[src/shared/pmrs_pkg.sv]
// Constants and types shared by the power monitor result scaling block.
// Assumes one 250 MHz reference clock and an Avalon-MM register port.
//
// How it works
// - The range bit picks a 163.84 mV (5 uV steps) or 40.96 mV (1.25 uV steps) shunt span.
// - Bus voltage spans 0 to 85 V, each result step worth 3.125 mV.
// - Shunt and bus results are presented as 16-bit words.
// - The shunt result is a signed code so both current directions show.
// - The bus result is reported only as a non-negative unsigned code.
// - Die temperature is a signed 12-bit code of 125 milli-degree steps.
// - The temperature code spans -256 to +255.875 degrees even if the package limits use.
// - Current is recomputed after every new shunt result with the held calibration.
// - A zero calibration constant yields a zero current result.
// - Power is a 24-bit unsigned word, each code worth 0.2 current steps in watts.
// - Eight conversion times are offered: 50, 84, 150, 280, 540, 1052, 2074, 4120 us.
// - One output sample per averaging window; period is conversion time times count.

package pmrs_pkg;

  localparam int unsigned CLK_MHZ = 250;

  // Conversion times in microseconds and their length in reference cycles
  localparam int unsigned CONV_US [8] = '{50, 84, 150, 280, 540, 1052, 2074,
                                          4120};
  localparam int unsigned CONV_CYC [8] = '{
    CONV_US[0] * CLK_MHZ, CONV_US[1] * CLK_MHZ, CONV_US[2] * CLK_MHZ,
    CONV_US[3] * CLK_MHZ, CONV_US[4] * CLK_MHZ, CONV_US[5] * CLK_MHZ,
    CONV_US[6] * CLK_MHZ, CONV_US[7] * CLK_MHZ};
  localparam int CNT_W = 21;

  // Averaging counts 1,4,16,64,128,256,512,1024 as right shifts
  localparam logic [3:0] AVG_SHIFT [8] = '{4'h0, 4'h2, 4'h4, 4'h6, 4'h7,
                                           4'h8, 4'h9, 4'ha};
  localparam int AVG_W = 10;
  localparam int ACC_W = 27;

  // Register byte offsets
  localparam logic [7:0] OFS_CONFIG  = 8'h00;
  localparam logic [7:0] OFS_CAL     = 8'h04;
  localparam logic [7:0] OFS_SHUNT   = 8'h08;
  localparam logic [7:0] OFS_BUS     = 8'h0c;
  localparam logic [7:0] OFS_TEMP    = 8'h10;
  localparam logic [7:0] OFS_CURRENT = 8'h14;
  localparam logic [7:0] OFS_POWER   = 8'h18;
  localparam logic [7:0] OFS_STATUS  = 8'h1c;

  // Configuration fields
  localparam int CFG_RANGE_POS = 0;
  localparam int CFG_CT_POS    = 1;
  localparam int CFG_AVG_POS   = 4;
  localparam int CFG_W         = 7;
  localparam logic [CFG_W-1:0] CONFIG_RST = 7'h0a;
  localparam logic [15:0]      CAL_RST    = 16'h0000;

  // Status fields
  localparam int STS_READY_POS = 0;
  localparam int STS_BUSY_POS  = 1;

  // Current = shunt * 4096 / cal, power = |current| * bus / 64
  localparam int CUR_SHIFT = 12;
  localparam int DIV_W     = 17 + CUR_SHIFT;
  localparam int PWR_SHIFT = 6;
  localparam logic [15:0] CUR_POS_MAX = 16'h7fff;
  localparam logic [15:0] CUR_NEG_MIN = 16'h8000;
  localparam logic [23:0] PWR_MAX     = 24'hffffff;

  // Channel order in the result set
  localparam int CH_SHUNT = 0;
  localparam int CH_BUS   = 1;
  localparam int CH_TEMP  = 2;
  localparam int N_CH     = 3;

  typedef enum logic [1:0] {
    PMRS_IDLE = 2'b00,
    PMRS_DIV  = 2'b01,
    PMRS_PWR  = 2'b11
  } pmrs_calc_t;

  typedef struct packed {
    logic signed [15:0] shunt;
    logic [15:0]        bus;
    logic signed [11:0] temp;
  } pmrs_sample_t;

endpackage : pmrs_pkg

[src/core/pmrs_avg.sv]
// Window averager for one measurement channel.
// Assumes the caller pulses sample_en once per conversion and last on the
// final conversion of a window.
`timescale 1ns/100ps
`default_nettype none

module pmrs_avg
  import pmrs_pkg::*;
#(
  parameter bit IS_SIGNED = 1'b1
) (
  // Clock and reset
  input  wire logic        clk,
  input  wire logic        rst,
  // Control
  input  wire logic        clear,
  input  wire logic        sample_en,
  input  wire logic        last,
  input  wire logic [3:0]  shift,
  // Data
  input  wire logic [15:0] din,
  output logic [15:0]      dout
);

  typedef struct packed {
    logic signed [ACC_W-1:0] acc;
    logic [15:0]             result;
  } pmrs_avg_state_t;

  pmrs_avg_state_t st;
  pmrs_avg_state_t next_st;

  always_comb begin
    logic signed [ACC_W-1:0] ext;
    logic signed [ACC_W-1:0] sum;
    ext = IS_SIGNED ? ACC_W'($signed(din)) : ACC_W'(din);
    sum = st.acc + ext;
    next_st = st;
    if (clear) begin
      next_st.acc = '0;
    end else if (sample_en) begin
      if (last) begin
        next_st.acc    = '0;
        next_st.result = 16'(sum >>> shift);
      end else begin
        next_st.acc = sum;
      end
    end
  end

  always_ff @(posedge clk or posedge rst) begin
    if (rst) begin
      st <= '0;
    end else begin
      st <= next_st;
    end
  end

  assign dout = st.result;

endmodule : pmrs_avg

`default_nettype wire

[src/core/pmrs_top.sv]
// Result scaling core: conversion pacing, averaging, current and power.
// Assumes the analog front end holds settled codes at each conversion end
// and that software reaches the registers over Avalon-MM.
`timescale 1ns/100ps
`default_nettype none

module pmrs_top
  import pmrs_pkg::*;
#(
  parameter int unsigned CONV_CYCLES [8] = CONV_CYC
) (
  // Clock and reset
  input  wire logic        REF_CLK,
  input  wire logic        RESET,
  // Avalon-MM slave
  input  wire logic [7:0]  AVS_ADDRESS,
  input  wire logic        AVS_READ,
  input  wire logic        AVS_WRITE,
  input  wire logic [31:0] AVS_WRITEDATA,
  input  wire logic [3:0]  AVS_BYTEENABLE,
  output logic [31:0]      AVS_READDATA,
  output logic             AVS_WAITREQUEST,
  // Analog front end
  input  wire logic [15:0] ADC_SHUNT_CODE,
  input  wire logic [15:0] ADC_BUS_CODE,
  input  wire logic [11:0] ADC_TEMP_CODE,
  output logic             SHUNT_RANGE_SELECT,
  output logic             CONV_DONE
);

  typedef struct packed {
    logic [CFG_W-1:0]  config_r;
    logic [15:0]       cal;
    logic [CNT_W-1:0]  conv_cnt;
    logic [AVG_W-1:0]  avg_cnt;
    logic              tick;
    logic              win_end;
    logic              res_new;
    pmrs_calc_t        calc;
    logic [4:0]        step;
    logic [DIV_W-1:0]  dvd;
    logic [16:0]       rem;
    logic              neg;
    logic [15:0]       current;
    logic [23:0]       power;
    logic              ready;
    logic              ack;
    logic [31:0]       rdata;
  } pmrs_top_state_t;

  pmrs_top_state_t st;
  pmrs_top_state_t next_st;

  // Merge a write into a narrow register under byte enables
  function automatic logic [15:0] be_merge(input logic [15:0] old,
                                           input logic [31:0] wd,
                                           input logic [3:0]  be);
    logic [15:0] r;
    r = old;
    if (be[0]) begin
      r[7:0] = wd[7:0];
    end
    if (be[1]) begin
      r[15:8] = wd[15:8];
    end
    return r;
  endfunction : be_merge

  logic [2:0]       ct_sel;
  logic [2:0]       avg_sel;
  logic [3:0]       avg_shift;
  logic [AVG_W-1:0] avg_last;
  logic [CNT_W-1:0] conv_last;
  logic             bus_req;
  logic             wr_take;
  logic             rd_take;
  logic             cfg_wr;
  logic [15:0]      ch_in  [N_CH];
  logic [15:0]      ch_out [N_CH];
  pmrs_sample_t     res;

  assign ct_sel    = st.config_r[CFG_CT_POS +: 3];
  assign avg_sel   = st.config_r[CFG_AVG_POS +: 3];
  assign avg_shift = AVG_SHIFT[avg_sel];
  assign avg_last  = AVG_W'((11'h001 << avg_shift) - 11'h001);
  assign conv_last = CNT_W'(CONV_CYCLES[ct_sel] - 1);

  // Avalon request is answered one cycle after it is presented
  assign bus_req = AVS_READ | AVS_WRITE;
  assign wr_take = AVS_WRITE & st.ack;
  assign rd_take = AVS_READ & st.ack;
  assign cfg_wr  = wr_take && (AVS_ADDRESS[7:2] == OFS_CONFIG[7:2]);

  assign ch_in[CH_SHUNT] = ADC_SHUNT_CODE;
  // bus code kept at 3.125 mV steps
  assign ch_in[CH_BUS]   = ADC_BUS_CODE;
  assign ch_in[CH_TEMP]  = 16'($signed(ADC_TEMP_CODE));

  // signed shunt, unsigned bus, signed temp
  generate
    for (genvar c = 0; c < N_CH; c++) begin : g_ch
      pmrs_avg #(
        .IS_SIGNED (c != CH_BUS)
      ) u_avg (
        .clk       (REF_CLK),
        .rst       (RESET),
        .clear     (cfg_wr),
        .sample_en (st.tick),
        .last      (st.win_end),
        .shift     (avg_shift),
        .din       (ch_in[c]),
        .dout      (ch_out[c])
      );
    end
  endgenerate

  assign res.shunt = $signed(ch_out[CH_SHUNT]);
  assign res.bus   = ch_out[CH_BUS];
  // full 12-bit span kept, no clamp to package limits
  assign res.temp  = $signed(ch_out[CH_TEMP][11:0]);

  always_comb begin
    logic [16:0] mag;
    logic [16:0] trial;
    logic [31:0] prod;
    logic [25:0] pwr;
    logic [DIV_W-1:0] q;
    logic [31:0] rd;
    mag   = '0;
    trial = '0;
    prod  = '0;
    pwr   = '0;
    q     = '0;
    rd    = '0;
    next_st         = st;
    next_st.tick    = 1'b0;
    next_st.win_end = 1'b0;
    next_st.res_new = 1'b0;
    next_st.ack     = bus_req & ~st.ack;

    if (cfg_wr || st.conv_cnt >= conv_last) begin
      next_st.conv_cnt = '0;
    end else begin
      next_st.conv_cnt = st.conv_cnt + CNT_W'(1);
    end
    if (!cfg_wr && st.conv_cnt >= conv_last) begin
      next_st.tick    = 1'b1;
      next_st.win_end = (st.avg_cnt >= avg_last);
    end

    if (cfg_wr) begin
      next_st.avg_cnt = '0;
    end else if (st.tick) begin
      if (st.win_end) begin
        next_st.avg_cnt = '0;
      end else begin
        next_st.avg_cnt = st.avg_cnt + AVG_W'(1);
      end
    end
    next_st.res_new = st.tick & st.win_end;

    // Current and power engine
    case (st.calc)
      PMRS_IDLE: begin
        if (st.res_new) begin
          mag = res.shunt[15] ? 17'(-$signed({1'b1, res.shunt}))
                              : {1'b0, res.shunt};
          next_st.neg  = res.shunt[15];
          next_st.dvd  = {mag, CUR_SHIFT'(0)};
          next_st.rem  = '0;
          next_st.step = '0;
          if (st.cal == 16'h0000) begin
            next_st.current = 16'h0000;
            next_st.calc    = PMRS_PWR;
          end else begin
            next_st.calc = PMRS_DIV;
          end
        end
      end
      PMRS_DIV: begin
        // shunt * 4096 / cal, one quotient bit per cycle
        trial = {st.rem[15:0], st.dvd[DIV_W-1]};
        q     = {st.dvd[DIV_W-2:0], 1'b0};
        if (trial >= {1'b0, st.cal}) begin
          next_st.rem = trial - {1'b0, st.cal};
          q[0]        = 1'b1;
        end else begin
          next_st.rem = trial;
        end
        next_st.dvd  = q;
        next_st.step = st.step + 5'h01;
        if (st.step == 5'(DIV_W - 1)) begin
          if (st.neg) begin
            next_st.current = (q > DIV_W'(CUR_NEG_MIN)) ? CUR_NEG_MIN
                              : 16'(-q);
          end else begin
            next_st.current = (q > DIV_W'(CUR_POS_MAX)) ? CUR_POS_MAX
                              : q[15:0];
          end
          next_st.calc = PMRS_PWR;
        end
      end
      PMRS_PWR: begin
        mag  = st.current[15] ? 17'(-$signed({1'b1, st.current}))
                              : {1'b0, st.current};
        prod = 32'(mag[15:0] * res.bus) + (mag[16] ? {res.bus, 16'h0000}
                                                   : 32'h0000_0000);
        pwr  = 26'(prod >> PWR_SHIFT);
        next_st.power = (pwr > 26'(PWR_MAX)) ? PWR_MAX : pwr[23:0];
        next_st.ready = 1'b1;
        next_st.calc  = PMRS_IDLE;
      end
      default: begin
        next_st.calc = PMRS_IDLE;
      end
    endcase

    // Register writes take effect on the edge that sees waitrequest low
    if (wr_take) begin
      case (AVS_ADDRESS[7:2])
        OFS_CONFIG[7:2]: begin
          next_st.config_r = CFG_W'(be_merge(16'(st.config_r),
                                             AVS_WRITEDATA, AVS_BYTEENABLE));
        end
        OFS_CAL[7:2]: begin
          next_st.cal = be_merge(st.cal, AVS_WRITEDATA, AVS_BYTEENABLE);
        end
        default: begin
        end
      endcase
    end

    // Read data is captured as the request is first seen
    case (AVS_ADDRESS[7:2])
      OFS_CONFIG[7:2]:  rd = 32'(st.config_r);
      OFS_CAL[7:2]:     rd = {16'h0000, st.cal};
      OFS_SHUNT[7:2]:   rd = {16'h0000, res.shunt};
      OFS_BUS[7:2]:     rd = {16'h0000, res.bus};
      OFS_TEMP[7:2]:    rd = {20'h00000, res.temp};
      OFS_CURRENT[7:2]: rd = {16'h0000, st.current};
      OFS_POWER[7:2]:   rd = {8'h00, st.power};
      OFS_STATUS[7:2]: begin
        rd[STS_READY_POS] = st.ready;
        rd[STS_BUSY_POS]  = (st.calc != PMRS_IDLE);
      end
      default:          rd = 32'h0000_0000;
    endcase
    if (bus_req && !st.ack) begin
      next_st.rdata = rd;
    end

    // Ready clears on a status read; a new result in that cycle wins
    if (rd_take && AVS_ADDRESS[7:2] == OFS_STATUS[7:2]
        && !(st.calc == PMRS_PWR)) begin
      next_st.ready = 1'b0;
    end
  end

  always_ff @(posedge REF_CLK or posedge RESET) begin
    if (RESET) begin
      st          <= '0;
      st.config_r <= CONFIG_RST;
      st.cal      <= CAL_RST;
      st.calc     <= PMRS_IDLE;
    end else begin
      st <= next_st;
    end
  end

  assign AVS_WAITREQUEST = bus_req & ~st.ack;
  assign AVS_READDATA    = st.rdata;
  assign SHUNT_RANGE_SELECT = st.config_r[CFG_RANGE_POS];
  // Pulse marks the edge at which the codes are taken
  assign CONV_DONE = st.tick;

endmodule : pmrs_top

`default_nettype wire

[config.mk]
export PLATFORM = sky130hd
export DESIGN_NAME = pmrs_top
export DESIGN_NICKNAME = d
export VERILOG_FILES = /design/src/shared/pmrs_pkg.sv /design/src/core/pmrs_avg.sv /design/src/core/pmrs_top.sv
export SDC_FILE = /design/constraint.sdc
export NUM_CORES = 2
export LEC_CHECK = 0
export BUFFER_PORTS_ARGS = -buffer_cell sky130_fd_sc_hd__buf_4
export CAP_MARGIN = 20
export CORE_UTILIZATION = 49
export DETAILED_ROUTE_END_ITERATION = 8
export PLACE_DENSITY = 0.66
export SKIP_LAST_GASP = 1
export SYNTH_ARGS = -nofsm -noshare
export SYNTH_HDL_FRONTEND = slang
export SYNTH_HIERARCHICAL = 1
export SYNTH_SLANG_ARGS = --single-unit
[constraint.sdc]
create_clock -name REF_CLK -period 8.8 [get_ports REF_CLK]
set_clock_uncertainty 0.15 [all_clocks]
set_input_delay 0.88 -clock REF_CLK [delete_from_list [all_inputs] [get_ports REF_CLK]]
set_output_delay 0.88 -clock REF_CLK [all_outputs]
set_load 0.005 [all_outputs]
# Yosys cells after proc, flatten, opt, wreduce, memory -nomap -nowiden
# Memory sizes are Yosys's and may differ from the RTL's.
# Cells that the tools add are included.
# word_totals
regBits	313
wordCells	141
rom_bits	288
n_memories	2
output_inout_bits	35
input_bits	92
# op_classes
n_addsub	13
shift	4
multipliers	1
n_bitwise	9
eq_ne	13
magnitude_cmp	8
reduce_logical	24
muxes	43
# mem_list
name	words	word_bits	read_ports	rd_ports_with_merged_regs	wr	line	source
(no name shown)	8	32	1	0	0	pmrs_top.sv:86	assign conv_last = CNT_W'(CONV_CYCLES[ct_sel] - 1);
(no name shown)	8	4	1	0	0	pmrs_top.sv:84	assign avg_shift = AVG_SHIFT[avg_sel];
# ops
cell	n
$mux W27	6
$pmux W22 S7	1
$mux W43	3
$mux W16	8
$pmux W51 S2	1
$sshr A27 B4 Y16	3
$mux W70	1
$mux W21	3
$mux W17	3
$neg A17 Y17	2
$add A32 B32 Y32	1
$mul A16 B16 Y32	1
$mux W32	1
$pmux W16 S2	1
$mux W10	3
$gt A29 B15 Y1 const B	1
$gt A29 B16 Y1 const B	1
$add A27 B12 Y27	1
$add A27 B16 Y27	1
$add A27 B17 Y27	1
$gt A26 B24 Y1 const B	1
$eq A6 B3 Y1 const B	4
$mux W24	1
$add A21 B1 Y21 const B	1
36 further kinds	65

# Logic depth before layout (Yosys ltp)
# depth
ltp_word	8
depth_mapped	32
ltp_nobuf	29

# Modules after synthesis
# Netlist, hierarchy kept.
# modules_own_cells
module	instances	cells_each	area_each_um2	seq_area_each_um2
pmrs_top	1	2273	19836.5	4406.7
pmrs_avg (g_ch[2].u_avg)	1	551	4593.2	1076.0
pmrs_avg (g_ch[1].u_avg)	1	555	4584.4	1076.0
pmrs_avg (g_ch[0].u_avg)	1	545	4556.9	1076.0

# Worst setup path after synthesis
# Ideal clock, no wire load.
# synth_path
path_type	reg2reg
startpoint	register, netlist name st[58]
endpoint	register, netlist name st[34]
slack_ps	1195
stages_incl_launch_ff	31
required_ps	8529
setup_time_ps	121
period_less_slack_ps	7605
n_path_buf	4
t_arrival_ps	7334
path_cell_list	dfrtp_1 clkbuf_1 clkbuf_1 inv_1 ha_1 nor2b_1 inv_1 o41ai_1 xnor2_1 clkbuf_1 nand2_1 fa_1 inv_1 fa_1 fa_1 fa_1 fa_1 inv_1 fa_1 inv_1 ha_1 a21oi_1 o21ai_0 a21oi_1 o32ai_1 a21o_1 a221oi_2 xor2_1 nand4_2 buf_6 o22a_1

==> results.json <==
{
  "status": "finished, final reports clean",
  "hold_class": "register to register",
  "fin_setup_tns_ns": 0,
  "cts_inserted_buffers": 40,
  "cts_tree": "yes",
  "seq_area_um2": 7530,
  "worst-endpoint-arrival_ns": 8.65,
  "finish.utilization": 0.530,
  "tightest_slew_ns": 1.17,
  "cts.repair.resized": 0,
  "drt-initial-drc-count": 2475,
  "htree_levels": 2,
  "rsz0062_at_grt": "no",
  "syn_avg_cell_area_um2": 8.57,
  "vias": 28200,
  "start_util": 0.495,
  "synth_area_um2": 33200,
  "drc": 0,
  "hold_viol": 0,
  "multi_input_area_um2": 23000,
  "p_seq_frac": 0.301,
  "drive_above_1_share": 0.0973,
  "swShare": 0.400,
  "max_slew_margin": 0.218,
  "min_from": "AVS_READDATA[23]$_DFFE_PP0P_",
  "die_area_um2": 68900,
  "dp_slack_ns": 0.550,
  "reg2reg_depth": 25,
  "die_height_um": 262,
  "peakVddDrop_v": 0.000127,
  "critical_path_class": "register to register",
  "endpoint_kind": "register",
  "r2r_slack_ns": 0.45,
  "via_per_inst": 5.98,
  "fmax_mhz": 120,
  "wl_um": 92100,
  "die_x_um": 262,
  "startpoint": "st[63]$_DFFE_PP0P_",
  "final_nets": 4344,
  "critPathLaunchType": "register",
  "globalRouteOverflowTotal": 0,
  "power.clock.fraction": 0.298,
  "combPwrFrac": 0.401,
  "net-switching-power_w": 0.00239,
  "antenna_found_initial": 2,
  "worstPathRequired_ns": 9.10,
  "wl_per_cell_um": 19.6,
  "cts.sinks": 301,
  "io_pins": 127,
  "crit_fanout": 24,
  "setup_ws_ns": 0.454,
  "grt_max_degree": 112,
  "post-route-period-util": 0.948,
  "min_delay_path_depth": 2,
  "core_area_um2": 67200,
  "postCtsSetupRepairBufs": 0,
  "period_needed_ns": 8.35,
  "insertion_delay_ns": 0.58,
  "min_to": "AVS_READDATA[23]$_DFFE_PP0P_",
  "firstDrtPassIters": 6,
  "grt_usage": 0.267,
  "power_leakage_nw": 16.7,
  "rows": 95,
  "hold_buffers": 0,
  "grt_pass1_wl_um": 149000,
  "powerDensity_nw_per_um2": 168,
  "grt_pass1_vias": 27400,
  "fill_cells": 6285,
  "numPortBuffers": 98,
  "dp_hpwl_um": 68900,
  "cts_root_buf": "clkbuf_16",
  "yosysWarnings": 6,
  "r2r_end": "st[48]$_DFFE_PP0P_",
  "ant_nets": 0,
  "area_delta_synth_final_pct": 7.13,
  "clk_pin_slew_worst_paths_ns": 0.06,
  "slew_violations": 0,
  "place_congestion": 0.954,
  "setup_viol": 0,
  "syn_inst": 3879,
  "r2r_start": "st[63]$_DFFE_PP0P_",
  "cap_violations": 0,
  "cts_buffer_depth": 3,
  "internal-power_w": 0.00359
}
worst max-delay path, stage by stage, from the launching register on:
cell      delay [ns]
dfrtp_1         0.44
nor4_1          0.57
nand3_1         0.26
o31ai_1         0.30
xnor2_1         0.49
nand2_1         0.19
fa_1            0.60
fa_1            0.45
fa_1            0.52
inv_1           0.05
fa_1            0.46
fa_1            0.55
inv_1           0.06
fa_1            0.55
inv_1           0.05
ha_1            0.34
a21oi_1         0.10
o21ai_0         0.54
a21oi_1         0.18
o32ai_1         0.25
a21o_1          0.28
a221oi_2        0.10
xor2_1          0.17
nand4_2         0.08
buf_4           0.24
o22a_1          0.21
power groups by stage:
stage / logic, W / registers (W) / clock network (W)
final: 0.00240 / 0.00180 / 0.00178
after global routing: 0.00269 / 0.00182 / 0.00188
after CTS: 0.00240 / 0.00179 / 0.00183
after detailed placement: 0.00238 / 0.00182 / 0
after global placement: 0.00235 / 0.00181 / 0
after floorplan: 0.00186 / 0.00170 / 0
worst max-delay path by stage:
stage / to
floorplan: st[34]$_DFFE_PP0P_
global placement: st[35]$_DFFE_PP0P_
detailed placement: st[34]$_DFFE_PP0P_
CTS: st[48]$_DFFE_PP0P_
global route: st[49]$_DFFE_PP0P_
finish: st[48]$_DFFE_PP0P_
cells in the final DEF, fill, tap and decap left out, drive strengths merged, types with 23 or more instances in the layout:
master	n
and2	149
xnor2	79
nand4	44
fa	212
or3	23
a22oi	46
a21o	65
and3	30
o21ai	250
xor2	71
o22a	24
nand3	81
a22o	72
inv	360
a31oi	27
clkbuf	46
nand2b	28
buf	151
a211oi	53
dfrtp	299
mux2i	60
nor2	242
mux2	25
conb	25
a21oi	217
o211ai	34
nor2b	31
mux4	27
nor3	58
ha	236
nand2	439
cell type report:
class / count / share of cell area
Multi-Input combinational cell: 2947 / 0.647
Sequential cell: 301 / 0.212
Inverter: 363 / 0.0385
Timing Repair Buffer: 151 / 0.0321
Tap cell: 873 / 0.0307
Clock buffer: 46 / 0.0305
Clock inverter: 27 / 0.00998
Antenna cell: 1 / 0.0000703
state kept, by name, summed over array words and instances, names as in the netlist:
signal,flops
st,144
CONV_DONE,1
AVS_READDATA,24
ct_sel,3
g_ch.u_avg/dout,44
avg_sel,3
g_ch.u_avg/st,81
SHUNT_RANGE_SELECT,1
routing by layer:
| layer | vias up | share of wire | track usage |
|---|---|---|---|
| li1 | 13400 | - | - |
| met5 | - | 0 | 0 |
| met3 | 158 | 0.057 | 0.0371 |
| met1 | 13800 | 0.45 | 0.367 |
| met2 | 808 | 0.46 | 0.428 |
| met4 | 0 | 0.034 | 0.0975 |
per-stage QoR:
stage               total power, W  cell area [µm²]  instances  hold WS, ns
floorplan                  0.00355            33300       3902        0.290
global placement           0.00416            34100       4633        0.308
detailed placement         0.00420            34100       4633        0.313
CTS                        0.00602            35600       4706        0.321
global route               0.00640            35600       4709        0.347
finish                     0.00599            35600       4709        0.316
Note: power is estimated with default switching activity, not from simulation.
